===== src/logic/pieb_map.svh =====
// Purpose: register map and field positions of the interrupt enable bank
// Assumes: AXI4-Lite, 32-bit data, one aligned word per register
// Notes: all figures as `define macros
`ifndef PIEB_MAP_SVH
`define PIEB_MAP_SVH
`define PIEB_OFF_EN1 12'h000
`define PIEB_OFF_EN2 12'h004
`define PIEB_OFF_EN3 12'h008
`define PIEB_OFF_CTRL 12'h00c
`define PIEB_OFF_FLAG 12'h010
`define PIEB_OFF_STAT 12'h014
`define PIEB_OFF_MASK 12'h018
`define PIEB_EN_RESET 8'h00
`define PIEB_EN2_WMASK 8'hfb
`define PIEB_EN2_RSVD_BIT 4
`define PIEB_EN2_UNIMP_BIT 2
`define PIEB_EN1_PORT_BIT 7
`define PIEB_CTRL_GLOBAL_BIT 0
`define PIEB_CTRL_GROUP_BIT 1
`define PIEB_CTRL_PRIO_BIT 2
`define PIEB_CTRL_RESET 3'h0
`define PIEB_RESP_OKAY 2'b00
`define PIEB_RESP_SLVERR 2'b10
`endif


===== src/logic/pieb_pkg.sv =====
// Purpose: shared types of the interrupt enable bank
// Assumes: nothing beyond the map header
// Notes: types only
package pieb_pkg;
   typedef logic [7:0] pieb_byte_t;
   typedef enum logic [1:0] {
      PIEB_IDLE = 2'b00,
      PIEB_BUSY = 2'b01,
      PIEB_RESP = 2'b11
   } pieb_wr_state_t;
endpackage


===== src/logic/pieb_gate.sv =====
// Purpose: combine flags, enables and group/global enables into requests
// Assumes: flags synchronous to aclk
// Notes: registered request outputs
`timescale 1ns/1ps
`include "pieb_map.svh"
module pieb_gate
   import pieb_pkg::*;
#(
   parameter int NSRC = 24
) (
   input wire logic aclk,
   input wire logic aresetn,
   input wire logic ce,
   input wire logic [NSRC-1:0] flags,
   input wire logic [NSRC-1:0] enables,
   input wire logic global_en,
   input wire logic group_en,
   input wire logic prio_en,
   output logic [NSRC-1:0] req,
   output logic any_req
);
   logic [NSRC-1:0] req_d;
   logic [NSRC-1:0] req_q;
   logic any_d;
   logic any_q;

   always_comb begin
      if (global_en && (prio_en || group_en)) begin
         req_d = flags & enables;
      end else begin
         req_d = '0;
      end
      any_d = |req_d;
   end

   always_ff @(posedge aclk) begin
      if (!aresetn) begin
         req_q <= '0;
         any_q <= 1'b0;
      end else if (ce) begin
         req_q <= req_d;
         any_q <= any_d;
      end
   end

   assign req = req_q;
   assign any_req = any_q;

   a_group_gate: assert property (@(posedge aclk) disable iff (!aresetn)
      ce && !prio_en && !group_en |=> req_q == '0)
      else $error("request passed without group enable");
   a_req_cause: assert property (@(posedge aclk) disable iff (!aresetn)
      ce && global_en && group_en |=> req_q == $past(flags & enables))
      else $error("request does not follow flags and enables");
endmodule // pieb_gate


===== src/logic/pieb_axil.sv =====
// Purpose: AXI4-Lite slave front end, one write and one read at a time
// Assumes: 32-bit data, register word addresses
// Notes: write answers one cycle after both address and data are held
`timescale 1ns/1ps
`include "pieb_map.svh"
module pieb_axil
   import pieb_pkg::*;
#(
   parameter int AW = 12
) (
   input wire logic aclk,
   input wire logic aresetn,
   input wire logic ce,
   input wire logic [AW-1:0] s_awaddr,
   input wire logic s_awvalid,
   output logic s_awready,
   input wire logic [31:0] s_wdata,
   input wire logic [3:0] s_wstrb,
   input wire logic s_wvalid,
   output logic s_wready,
   output logic [1:0] s_bresp,
   output logic s_bvalid,
   input wire logic s_bready,
   input wire logic [AW-1:0] s_araddr,
   input wire logic s_arvalid,
   output logic s_arready,
   output logic [31:0] s_rdata,
   output logic [1:0] s_rresp,
   output logic s_rvalid,
   input wire logic s_rready,
   output logic wr_stb,
   output logic [AW-1:0] wr_addr,
   output logic [7:0] wr_data,
   input wire logic wr_err,
   output logic [AW-1:0] rd_addr,
   input wire logic [7:0] rd_data,
   input wire logic rd_err
);
   logic aw_have_q, aw_have_d, w_have_q, w_have_d;
   logic [AW-1:0] awa_q, awa_d, ara_q, ara_d;
   logic [7:0] wd_q, wd_d;
   logic bv_q, bv_d, rv_q, rv_d, stb_q, stb_d;
   logic [1:0] br_q, br_d, rr_q, rr_d;
   logic [31:0] rd_q, rd_d;
   logic rd_pend_q, rd_pend_d;
   logic lane_q, lane_d;
   logic awrdy_q, awrdy_d, wrdy_q, wrdy_d, arrdy_q, arrdy_d;

   always_comb begin
      aw_have_d = aw_have_q;
      w_have_d = w_have_q;
      awa_d = awa_q;
      wd_d = wd_q;
      lane_d = lane_q;
      bv_d = bv_q;
      br_d = br_q;
      stb_d = 1'b0;
      if (s_awvalid && !aw_have_q && !bv_q) begin
         aw_have_d = 1'b1;
         awa_d = s_awaddr;
      end
      if (s_wvalid && !w_have_q && !bv_q) begin
         w_have_d = 1'b1;
         wd_d = s_wdata[7:0];
         lane_d = s_wstrb[0];
      end
      if (aw_have_q && w_have_q) begin
         // lane 0 off: answer the write but leave the register alone
         stb_d = lane_q;
         aw_have_d = 1'b0;
         w_have_d = 1'b0;
         bv_d = 1'b1;
         br_d = wr_err ? `PIEB_RESP_SLVERR : `PIEB_RESP_OKAY;
      end else if (bv_q && s_bready) begin
         bv_d = 1'b0;
      end
      awrdy_d = !aw_have_d && !bv_d;
      wrdy_d = !w_have_d && !bv_d;
      ara_d = ara_q;
      rv_d = rv_q;
      rr_d = rr_q;
      rd_d = rd_q;
      rd_pend_d = rd_pend_q;
      if (s_arvalid && !rd_pend_q && !rv_q) begin
         ara_d = s_araddr;
         rd_pend_d = 1'b1;
      end else if (rd_pend_q) begin
         rd_pend_d = 1'b0;
         rv_d = 1'b1;
         rd_d = {24'h000000, rd_data};
         rr_d = rd_err ? `PIEB_RESP_SLVERR : `PIEB_RESP_OKAY;
      end else if (rv_q && s_rready) begin
         rv_d = 1'b0;
      end
      arrdy_d = !rd_pend_d && !rv_d;
   end

   always_ff @(posedge aclk) begin
      if (!aresetn) begin
         aw_have_q <= 1'b0;
         w_have_q <= 1'b0;
         awa_q <= '0;
         wd_q <= 8'h00;
         bv_q <= 1'b0;
         br_q <= 2'b00;
         stb_q <= 1'b0;
         ara_q <= '0;
         rv_q <= 1'b0;
         rr_q <= 2'b00;
         rd_q <= 32'h00000000;
         rd_pend_q <= 1'b0;
         lane_q <= 1'b0;
         awrdy_q <= 1'b1;
         wrdy_q <= 1'b1;
         arrdy_q <= 1'b1;
      end else if (ce) begin
         aw_have_q <= aw_have_d;
         w_have_q <= w_have_d;
         awa_q <= awa_d;
         wd_q <= wd_d;
         bv_q <= bv_d;
         br_q <= br_d;
         stb_q <= stb_d;
         ara_q <= ara_d;
         rv_q <= rv_d;
         rr_q <= rr_d;
         rd_q <= rd_d;
         rd_pend_q <= rd_pend_d;
         lane_q <= lane_d;
         awrdy_q <= awrdy_d;
         wrdy_q <= wrdy_d;
         arrdy_q <= arrdy_d;
      end
   end

   assign s_awready = awrdy_q;
   assign s_wready = wrdy_q;
   assign s_bvalid = bv_q;
   assign s_bresp = br_q;
   assign s_arready = arrdy_q;
   assign s_rvalid = rv_q;
   assign s_rresp = rr_q;
   assign s_rdata = rd_q;
   assign wr_stb = stb_q;
   assign wr_addr = awa_q;
   assign wr_data = wd_q;
   assign rd_addr = ara_q;
endmodule // pieb_axil


===== src/logic/pieb_top.sv =====
// Purpose: peripheral interrupt enable bank with AXI4-Lite access
// Assumes: single clock aclk, synchronous active-low reset
// Notes: rules of operation below
// Operation
// - with priority off, enables need the group enable set
// - three separate per-source enable registers
// - register one bits: port, converter, rx, tx, sync, capcmp1, t2, t1
// - enable bit 1 permits its source, 0 blocks it
// - parallel port enable exists only in large package internal mode
// - register two bits: oscfail, comparator, ethernet, rsvd, coll, -, t3, cc2
// - unimplemented bit of register two ignores writes, reads zero
// - timer 1 enable gates overflow only, timer 2 gates match only
//
// The AXI4-Lite interface to the registers and the register offsets were decided locally.
`timescale 1ns/1ps
`include "pieb_map.svh"
module pieb_top
   import pieb_pkg::*;
#(
   parameter bit PORT_PRESENT = 1'b1,
   parameter int AW = 12
) (
   input wire logic aclk,
   input wire logic aresetn,
   input wire logic ce,
   input wire logic [AW-1:0] s_awaddr,
   input wire logic s_awvalid,
   output logic s_awready,
   input wire logic [31:0] s_wdata,
   input wire logic [3:0] s_wstrb,
   input wire logic s_wvalid,
   output logic s_wready,
   output logic [1:0] s_bresp,
   output logic s_bvalid,
   input wire logic s_bready,
   input wire logic [AW-1:0] s_araddr,
   input wire logic s_arvalid,
   output logic s_arready,
   output logic [31:0] s_rdata,
   output logic [1:0] s_rresp,
   output logic s_rvalid,
   input wire logic s_rready,
   input wire logic [23:0] src_flags,
   output logic [23:0] irq_req,
   output logic irq_core,
   output logic irq
);
   logic wr_stb, wr_err, rd_err;
   logic [AW-1:0] wr_addr, rd_addr;
   logic [7:0] wr_data, rd_data;
   pieb_byte_t en1_q, en1_d, en2_q, en2_d, en3_q, en3_d;
   logic [2:0] ctrl_q, ctrl_d;
   logic [2:0] stat_q, stat_d, mask_q, mask_d;
   logic [23:0] gate_en;
   logic any_req, any_prev_q, any_prev_d, irq_q, irq_d;

   ////////////////////////////////////////////////////////////////////////
   pieb_axil #(.AW(AW)) u_bus (
      .aclk(aclk), .aresetn(aresetn), .ce(ce),
      .s_awaddr(s_awaddr), .s_awvalid(s_awvalid), .s_awready(s_awready),
      .s_wdata(s_wdata), .s_wstrb(s_wstrb), .s_wvalid(s_wvalid),
      .s_wready(s_wready), .s_bresp(s_bresp), .s_bvalid(s_bvalid),
      .s_bready(s_bready), .s_araddr(s_araddr), .s_arvalid(s_arvalid),
      .s_arready(s_arready), .s_rdata(s_rdata), .s_rresp(s_rresp),
      .s_rvalid(s_rvalid), .s_rready(s_rready),
      .wr_stb(wr_stb), .wr_addr(wr_addr), .wr_data(wr_data),
      .wr_err(wr_err), .rd_addr(rd_addr), .rd_data(rd_data),
      .rd_err(rd_err)
   );

   function automatic logic known_addr(input logic [AW-1:0] a);
      return a == AW'(`PIEB_OFF_EN1) || a == AW'(`PIEB_OFF_EN2) ||
         a == AW'(`PIEB_OFF_EN3) || a == AW'(`PIEB_OFF_CTRL) ||
         a == AW'(`PIEB_OFF_FLAG) || a == AW'(`PIEB_OFF_STAT) ||
         a == AW'(`PIEB_OFF_MASK);
   endfunction

   assign wr_err = !known_addr(wr_addr);
   assign rd_err = !known_addr(rd_addr);

   ////////////////////////////////////////////////////////////////////////
   always_comb begin
      en1_d = en1_q;
      en2_d = en2_q;
      en3_d = en3_q;
      ctrl_d = ctrl_q;
      mask_d = mask_q;
      if (wr_stb) begin
         if (wr_addr == AW'(`PIEB_OFF_EN1)) begin
            en1_d = wr_data;
            en1_d[`PIEB_EN1_PORT_BIT] = PORT_PRESENT &
               wr_data[`PIEB_EN1_PORT_BIT];
         end else if (wr_addr == AW'(`PIEB_OFF_EN2)) begin
            en2_d = wr_data & `PIEB_EN2_WMASK;
         end else if (wr_addr == AW'(`PIEB_OFF_EN3)) begin
            en3_d = wr_data;
         end else if (wr_addr == AW'(`PIEB_OFF_CTRL)) begin
            ctrl_d = wr_data[2:0];
         end else if (wr_addr == AW'(`PIEB_OFF_MASK)) begin
            mask_d = wr_data[2:0];
         end
      end
   end

   ////////////////////////////////////////////////////////////////////////
   always_comb begin
      if (rd_addr == AW'(`PIEB_OFF_EN1)) begin
         rd_data = en1_q;
      end else if (rd_addr == AW'(`PIEB_OFF_EN2)) begin
         rd_data = en2_q;
      end else if (rd_addr == AW'(`PIEB_OFF_EN3)) begin
         rd_data = en3_q;
      end else if (rd_addr == AW'(`PIEB_OFF_CTRL)) begin
         rd_data = {5'h00, ctrl_q};
      end else if (rd_addr == AW'(`PIEB_OFF_FLAG)) begin
         rd_data = {7'h00, any_req};
      end else if (rd_addr == AW'(`PIEB_OFF_STAT)) begin
         rd_data = {5'h00, stat_q};
      end else if (rd_addr == AW'(`PIEB_OFF_MASK)) begin
         rd_data = {5'h00, mask_q};
      end else begin
         rd_data = 8'h00;
      end
   end

   ////////////////////////////////////////////////////////////////////////
   // one enable bit per source
   assign gate_en = {en3_q, en2_q, en1_q};

   pieb_gate #(.NSRC(24)) u_gate (
      .aclk(aclk), .aresetn(aresetn), .ce(ce),
      .flags(src_flags), .enables(gate_en),
      .global_en(ctrl_q[`PIEB_CTRL_GLOBAL_BIT]),
      .group_en(ctrl_q[`PIEB_CTRL_GROUP_BIT]),
      .prio_en(ctrl_q[`PIEB_CTRL_PRIO_BIT]),
      .req(irq_req), .any_req(any_req)
   );

   ////////////////////////////////////////////////////////////////////////
   // status bit 0 request rise, 1 request fall, 2 write to unmapped
   always_comb begin
      any_prev_d = any_req;
      stat_d = stat_q;
      if (wr_stb && wr_addr == AW'(`PIEB_OFF_STAT)) begin
         stat_d = stat_q & ~wr_data[2:0];
      end
      if (any_req && !any_prev_q) begin
         stat_d[0] = 1'b1;
      end
      if (!any_req && any_prev_q) begin
         stat_d[1] = 1'b1;
      end
      if (wr_stb && wr_err) begin
         stat_d[2] = 1'b1;
      end
      irq_d = |(stat_d & mask_d);
   end

   always_ff @(posedge aclk) begin
      if (!aresetn) begin
         en1_q <= `PIEB_EN_RESET;
         en2_q <= `PIEB_EN_RESET;
         en3_q <= `PIEB_EN_RESET;
         ctrl_q <= `PIEB_CTRL_RESET;
         mask_q <= 3'h0;
      end else if (ce) begin
         en1_q <= en1_d;
         en2_q <= en2_d;
         en3_q <= en3_d;
         ctrl_q <= ctrl_d;
         mask_q <= mask_d;
      end
   end

   always_ff @(posedge aclk) begin
      if (!aresetn) begin
         stat_q <= 3'h0;
         any_prev_q <= 1'b0;
         irq_q <= 1'b0;
      end else if (ce) begin
         stat_q <= stat_d;
         any_prev_q <= any_prev_d;
         irq_q <= irq_d;
      end
   end

   assign irq_core = any_req;
   assign irq = irq_q;

   ////////////////////////////////////////////////////////////////////////
   // unimplemented bit reads zero
   a_unimp_zero: assert property (@(posedge aclk) disable iff (!aresetn)
      en2_q[`PIEB_EN2_UNIMP_BIT] == 1'b0)
      else $error("unimplemented enable bit set");
   a_port_absent: assert property (@(posedge aclk) disable iff (!aresetn)
      !PORT_PRESENT |-> !en1_q[`PIEB_EN1_PORT_BIT])
      else $error("absent port enable set");
   a_en1_write: assert property (@(posedge aclk) disable iff (!aresetn)
      ce && wr_stb && wr_addr == AW'(`PIEB_OFF_EN1) |=>
      en1_q[6:0] == $past(wr_data[6:0]))
      else $error("register one write lost");
   a_en2_write: assert property (@(posedge aclk) disable iff (!aresetn)
      ce && wr_stb && wr_addr == AW'(`PIEB_OFF_EN2) |=>
      en2_q == ($past(wr_data) & 8'hfb))
      else $error("register two write wrong");
   a_timer1_block: assert property (@(posedge aclk) disable iff (!aresetn)
      ce && !en1_q[0] |=> !irq_req[0])
      else $error("disabled timer one requested");
   a_en3_hold: assert property (@(posedge aclk) disable iff (!aresetn)
      ce && !(wr_stb && wr_addr == AW'(`PIEB_OFF_EN3)) |=> $stable(en3_q))
      else $error("register three changed without write");
   // timer two follows own flag only
   a_timer2_own: assert property (@(posedge aclk) disable iff (!aresetn)
      ce && !src_flags[1] |=> !irq_req[1])
      else $error("timer two request without its flag");
   a_core_line: assert property (@(posedge aclk) disable iff (!aresetn)
      irq_core == |irq_req)
      else $error("core line disagrees with requests");
   a_port_write: assert property (
      @(posedge aclk) disable iff (!aresetn)
      ce && wr_stb && wr_addr == AW'(`PIEB_OFF_EN1) |=>
      en1_q[`PIEB_EN1_PORT_BIT] ==
      (PORT_PRESENT && $past(wr_data[`PIEB_EN1_PORT_BIT])))
      else $error("port enable write wrong");
   a_en1_hold: assert property (
      @(posedge aclk) disable iff (!aresetn)
      ce && !(wr_stb && wr_addr == AW'(`PIEB_OFF_EN1)) |=> $stable(en1_q))
      else $error("register one changed without write");
   a_en2_hold: assert property (
      @(posedge aclk) disable iff (!aresetn)
      ce && !(wr_stb && wr_addr == AW'(`PIEB_OFF_EN2)) |=> $stable(en2_q))
      else $error("register two changed without write");
   a_en3_write: assert property (
      @(posedge aclk) disable iff (!aresetn)
      ce && wr_stb && wr_addr == AW'(`PIEB_OFF_EN3) |=>
      en3_q == $past(wr_data))
      else $error("register three write lost");
   a_unimp_read: assert property (
      @(posedge aclk) disable iff (!aresetn)
      rd_addr == AW'(`PIEB_OFF_EN2) |->
      rd_data[`PIEB_EN2_UNIMP_BIT] == 1'b0)
      else $error("unimplemented bit read as one");
   // enabled timer one passes its flag
   a_timer1_pass: assert property (
      @(posedge aclk) disable iff (!aresetn)
      ce && en1_q[0] && src_flags[0] && ctrl_q[`PIEB_CTRL_GLOBAL_BIT] &&
      ctrl_q[`PIEB_CTRL_GROUP_BIT] |=> irq_req[0])
      else $error("enabled timer one blocked");
   // timer one follows own flag only
   a_timer1_own: assert property (
      @(posedge aclk) disable iff (!aresetn)
      ce && !src_flags[0] |=> !irq_req[0])
      else $error("timer one request without its flag");
   a_timer2_block: assert property (
      @(posedge aclk) disable iff (!aresetn)
      ce && !en1_q[1] |=> !irq_req[1])
      else $error("disabled timer two requested");
   // global enable gates the core line
   a_global_gate: assert property (
      @(posedge aclk) disable iff (!aresetn)
      ce && !ctrl_q[`PIEB_CTRL_GLOBAL_BIT] |=> !irq_core)
      else $error("core line raised without global enable");
   // control register write lands
   a_ctrl_write: assert property (
      @(posedge aclk) disable iff (!aresetn)
      ce && wr_stb && wr_addr == AW'(`PIEB_OFF_CTRL) |=>
      ctrl_q == $past(wr_data[2:0]))
      else $error("control write lost");
   // mask register write lands
   a_mask_write: assert property (
      @(posedge aclk) disable iff (!aresetn)
      ce && wr_stb && wr_addr == AW'(`PIEB_OFF_MASK) |=>
      mask_q == $past(wr_data[2:0]))
      else $error("mask write lost");
   // unmapped write sets its status bit, set beats clear
   a_unmapped_flag: assert property (
      @(posedge aclk) disable iff (!aresetn)
      ce && wr_stb && wr_err |=> stat_q[2])
      else $error("unmapped write not flagged");
   // request rise sets its status bit
   a_rise_flag: assert property (
      @(posedge aclk) disable iff (!aresetn)
      ce && any_req && !any_prev_q |=> stat_q[0])
      else $error("request rise not flagged");
   // request fall sets its status bit
   a_fall_flag: assert property (
      @(posedge aclk) disable iff (!aresetn)
      ce && !any_req && any_prev_q |=> stat_q[1])
      else $error("request fall not flagged");
   // interrupt level follows status and mask
   a_irq_level: assert property (
      @(posedge aclk) disable iff (!aresetn)
      irq == |(stat_q & mask_q))
      else $error("interrupt line disagrees with status");
endmodule // pieb_top


===== config.mk =====
export PLATFORM = sky130hd
export DESIGN_NAME = pieb_top
export DESIGN_NICKNAME = d
export VERILOG_FILES = /design/src/logic/pieb_pkg.sv /design/src/logic/pieb_gate.sv /design/src/logic/pieb_axil.sv /design/src/logic/pieb_top.sv
export VERILOG_INCLUDE_DIRS = /design/src /design/src/logic
export SDC_FILE = /design/constraint.sdc
export NUM_CORES = 1
export LEC_CHECK = 0
export BUFFER_PORTS_ARGS = -buffer_cell sky130_fd_sc_hd__buf_2
export CELL_PAD_IN_SITES_DETAIL_PLACEMENT = 0
export CELL_PAD_IN_SITES_GLOBAL_PLACEMENT = 1
export CORE_MARGIN = 1.5
export CORE_UTILIZATION = 41
export DETAILED_ROUTE_END_ITERATION = 12
export PLACE_DENSITY_LB_ADDON = 0.12
export SYNTH_ARGS = -nofsm -noshare
export SYNTH_HDL_FRONTEND = slang
export SYNTH_SLANG_ARGS = --single-unit
export TNS_END_PERCENT = 100

===== constraint.sdc =====
create_clock -name aclk -period 3.1 [get_ports aclk]
set_input_delay 0.93 -clock aclk [delete_from_list [all_inputs] [get_ports aclk]]
set_output_delay 0.93 -clock aclk [all_outputs]
set_load 0.02 [all_outputs]

# After elaboration in Yosys (flattened, before gate mapping)
# Cells that the tools add are included.
# word_totals
word_cells,133
output_inout_bits,67
in_bits,92
ff_bits,113
# op_classes
bitwise_logic,8
n_reduce_logical,56
eq_ne,12
mux,31
# ops
operator,n
== test 12 x 5 -> 1 bit (second input constant),6
== test 12 x 4 -> 1 bit (second input constant),4
2-to-1 mux 3 bit,11
bitwise AND 24 bit,1
== test 12 x 3 -> 1 bit (second input constant),2
logical NOT 12 bit,2
2-to-1 mux 24 bit,1
2-to-1 mux 8 bit,3
OR reduction 24 bit,1
logical AND 1 bit,17
2-to-1 mux 1 bit,14
logical NOT 1 bit,13
logical OR 1 bit,13
AND reduction 2 bit,4
bitwise AND 3 bit,2
AND reduction 3 bit,2
AND reduction 6 bit,1
AND reduction 5 bit,1
2-to-1 mux 2 bit,2
NOT 1 bit,4
AND reduction 4 bit,1
NOT 3 bit,1
OR reduction 3 bit,1

# Depth between registers and ports, before layout
# logic_depth
depth_word,12
ltp_mapped,7

# Modules after synthesis
# Synthesis repeated with hierarchy kept, for this count alone.
# hier_totals
hier_cells,593
area_unflattened_um2,5252.5
# by_module_without_submodules
mod,area_per_inst_um2,cells_each,n_inst,seq_area_each_um2
pieb_axil,2411.1,260,1,1041.0
pieb_top,1717.9,193,1,680.7
pieb_gate,1123.6,140,1,500.5

# Worst setup path before layout
# Ideal clock, no wire load.
# synth_timing
path_kind,input to register
start,input port ce
end,register en1_q[0]
t_required_ns,2.984
path_stages,5
setup_time_ns,0.116
setup_slack_ns,0.900
arrival_time_ns,2.084
path_cell_list,clkbuf_1 -> nand2b_1 -> nor4_4 -> mux2i_1 -> nor2b_1
# synth_via
elab_chain_cells,1
# synth_lines
element,line,source
start: declaration,pieb_top.sv:25,"input wire logic ce,"
AND reduction 3 bit (no source line),n/a,
end signal: assignment,pieb_top.sv:161,en1_q <= `PIEB_EN_RESET;
end signal: assignment,pieb_top.sv:167,en1_q <= en1_d;
end: declaration,pieb_top.sv:51,"pieb_byte_t en1_q, en1_d, en2_q, en2_d, en3_q, en3_d;"
# No other way between the ends.
# A chain may end at the register's enable or synchronous reset.

# Worst setup path in the final report
# layout_timing
start,input port ce
end,register u_bus.rd_q[7] (netlist: u_bus.s_rdata[7])
# layout_via
elab_chain_cells,1
# layout_lines
element,line,source
AND reduction 3 bit (no source line),n/a,
end signal: assignment,pieb_axil.sv:127,rd_q <= rd_d;
end: declaration,pieb_axil.sv:44,"logic [31:0] rd_q, rd_d;"
# No other way between the ends.

==> results.sh <==
export IMPL_status="finished clean"
export IMPL_synth_async_reset_ratio_pct=0
export IMPL_ir_worst_vdd_uv=484
export IMPL_syn_to_final_growth_pct=16.1
export IMPL_powerDensity_mw_per_mm2=471
export IMPL_met3_usage_pct=5.39
export IMPL_cts_buffers_inserted=9
export IMPL_yosysWarnings=0
export IMPL_met1_usage_pct=28.0
export IMPL_leakage_uw=0.00223
export IMPL_post_cts_buffers=0
export IMPL_path_max_fanout=16
export IMPL_grt_use_total_pct=20.1
export IMPL_cp_arrival_ns=2.51
export IMPL_synth_most_common_cell="dfxtp_1"
export IMPL_synthesis_area_mm2=0.00520
export IMPL_grt_pass1_wl_um=20600
export IMPL_grt_pass1_vias=4042
export IMPL_fin_crit_sh_pct=71.3
export IMPL_postSynth_topFlopCell="dfxtp_1"
export IMPL_syn_area_per_cell_um2=8.86
export IMPL_via_count=4286
export IMPL_coreArea_mm2=0.0122
export IMPL_portBuffers=103
export IMPL_finalNonFillerCells=844
export IMPL_fillerInstances=1214
export IMPL_diodes=0
export IMPL_drcViolationCount=0
export IMPL_drt_iter0_drc=275
export IMPL_hold_violations=0
export IMPL_critPathLaunchType="input pin"
export IMPL_layout_drive_gt1_share_pct=20.7
export IMPL_die_area_mm2=0.0134
export IMPL_clk_root_buffer_cell="clkbuf_16"
export IMPL_final_util_pct=49.4
export IMPL_grt_max_degree=43
export IMPL_syn_inst=587
export IMPL_place_hpwl_um=9390
export IMPL_initial_core_util_pct=42.6
export IMPL_cts_buffer_depth=2
export IMPL_netlist_area_leader_share_pct=42.4
export IMPL_cts_tree="built"
export IMPL_ys_types=45
export IMPL_fmax_mhz=452
export IMPL_routedWlPerCell_um=15.4
export IMPL_synth_edf_count=0
export IMPL_cap_violations=0
export IMPL_end_kind="flip-flop"
export IMPL_ant_nets=0
export IMPL_die_x_um=116
export IMPL_hold_buffers=0
export IMPL_min_path_type="flip-flop to flip-flop"
export IMPL_synth_commonest_cells="110 x dfxtp_1, 96 x nand2_1, 66 x a21boi_0, 41 x nor2b_1"
export IMPL_finalCriticalPeriod_ns=2.21
export IMPL_grtUsageMet2_pct=31.1
export IMPL_clk_latency_ns=0.35
export IMPL_clkSinkCount=110
export IMPL_synth_seq_area_share_pct=42.4
export IMPL_place_gp_congestion=0.827
export IMPL_slew_headroom_pct=38.9
export IMPL_grt_busiest_layer="met2"
export IMPL_worst_pin_slew_ns=0.916
export IMPL_viasPerCell=5.08
export IMPL_worstPathRequired_ns=3.40
export IMPL_tns_ns=0
export IMPL_ctsHtreeMaxLevel=3
export IMPL_clk_pin_slew_ns=0.07
export IMPL_wl_um=13000
export IMPL_ys_ff_latch=110
export IMPL_cts_resized=0
export IMPL_synth_area_top_cells="dfxtp_1 42%, a21boi_0 9.5%, nand2_1 6.9%, mux2i_1 6.5%, nor2b_1 4.9%"
export IMPL_antenna_found_initial=0
export IMPL_critical_path_class="input pin to flip-flop"
export IMPL_finalMaxSlewViolations=0
export IMPL_fin_skew_ns=0.00798
export IMPL_die_y_um=116
export IMPL_fp_row_count=40
export IMPL_gr_total_overflow=0
export IMPL_yosysTopAreaCell="dfxtp_1"
export IMPL_setup_violations_final=0
export IMPL_place_inst=828
export IMPL_nets=763
export IMPL_first_pass_iters=5
export IMPL_ios=159
export IMPL_rsz0062_at_grt="no"
-- worst max-delay path, stage by stage --
cell	delay, ns
buf_2	0.25
nand2_1	0.31
nand4b_1	0.41
nor2_1	0.35
a22oi_1	0.12
nor2b_1	0.12
-- metal layers --
metal | share of wire (%) | wire (um)
met4 | 1.0 | 130
met3 | 4.5 | 591
met1 | 49 | 6420
met2 | 45 | 5870
met5 | 0 | 0
-- placed cells by master, fill, tap and decap left out, types with 4 or more instances in the layout --
master     instances
a21boi_0          66
a21oi_1            5
a221oi_1           4
a22o_1             4
a22oi_1           11
buf_2            103
buf_4             10
clkbuf_16          9
conb_1            27
dfxtp_1          110
inv_1              5
mux2i_1           34
nand2_1           96
nand2b_1          31
nand3_1           11
nand3b_1           5
nand4_1           29
nor2_1             6
nor2b_1           41
o21ai_0           17
o22ai_1            4
-- path summary, 6_finish.rpt --
kind	startpoint	end	slack (ns)	cells after the start
max	ce	u_bus.s_rdata[7]	0.89	6
max reg2reg	u_bus.wr_addr[9]	ctrl_q[0]	1.12	5
min reg2reg	u_bus.rd_addr[10]	u_bus.rd_addr[10]	0.47	2
min	u_bus.rd_addr[10]	u_bus.rd_addr[10]	0.47	2
-- metrics by stage --
step	worst slack [ns]	total power (uW)	hold WS (ns)	area (um^2)
global placement	0.547	1770	0.453	5750
finish	0.888	2850	0.467	6040
CTS	0.884	2880	0.471	6040
floorplan	0.900	1700	0.443	5300
detailed placement	0.509	1770	0.461	5750
global route	0.685	2960	0.486	6040
-- sequential cells by signal, indices dropped and copies added, names as in the netlist, 3 cells and up --
register       flops
u_gate.req        23
u_bus.rd_addr     12
u_bus.wr_addr     12
en1_q              8
en3_q              8
u_bus.s_rdata      8
u_bus.wr_data      8
en2_q              7
ctrl_q             3
mask_q             3
stat_q             3
-- power breakdown --
group	total, uW	switching [uW]	internal, uW
clock network	1110	551	555
logic	256	156	101
registers	1480	40.1	1440
total	2850	747	2100
-- cell families (layout without fill, tap and decap cells) --
family | after synthesis | count (layout) | synth area share, %
multiplexers | 36 | 36 | 6.98
flip-flops | 110 | 110 | 42.4
AO/OA/AOI/OAI | 123 | 123 | 17.0
other | 1 | 27 | 0.0721
buffers and inverters | 71 | 134 | 7.10
AND/OR/NAND/NOR | 246 | 246 | 26.5
-- area by class of cell --
cell class	instances	area [um^2]	share of cell area, %
well taps	168	210	3.48
clock inverters	7	58.8	0.974
flip-flops and latches	110	2200	36.5
multi-input cells	432	2730	45.2
clock buffers	9	225	3.73
inverters	5	18.8	0.311
repair buffers	113	591	9.78
Note: power is estimated with default switching activity, not from simulation.
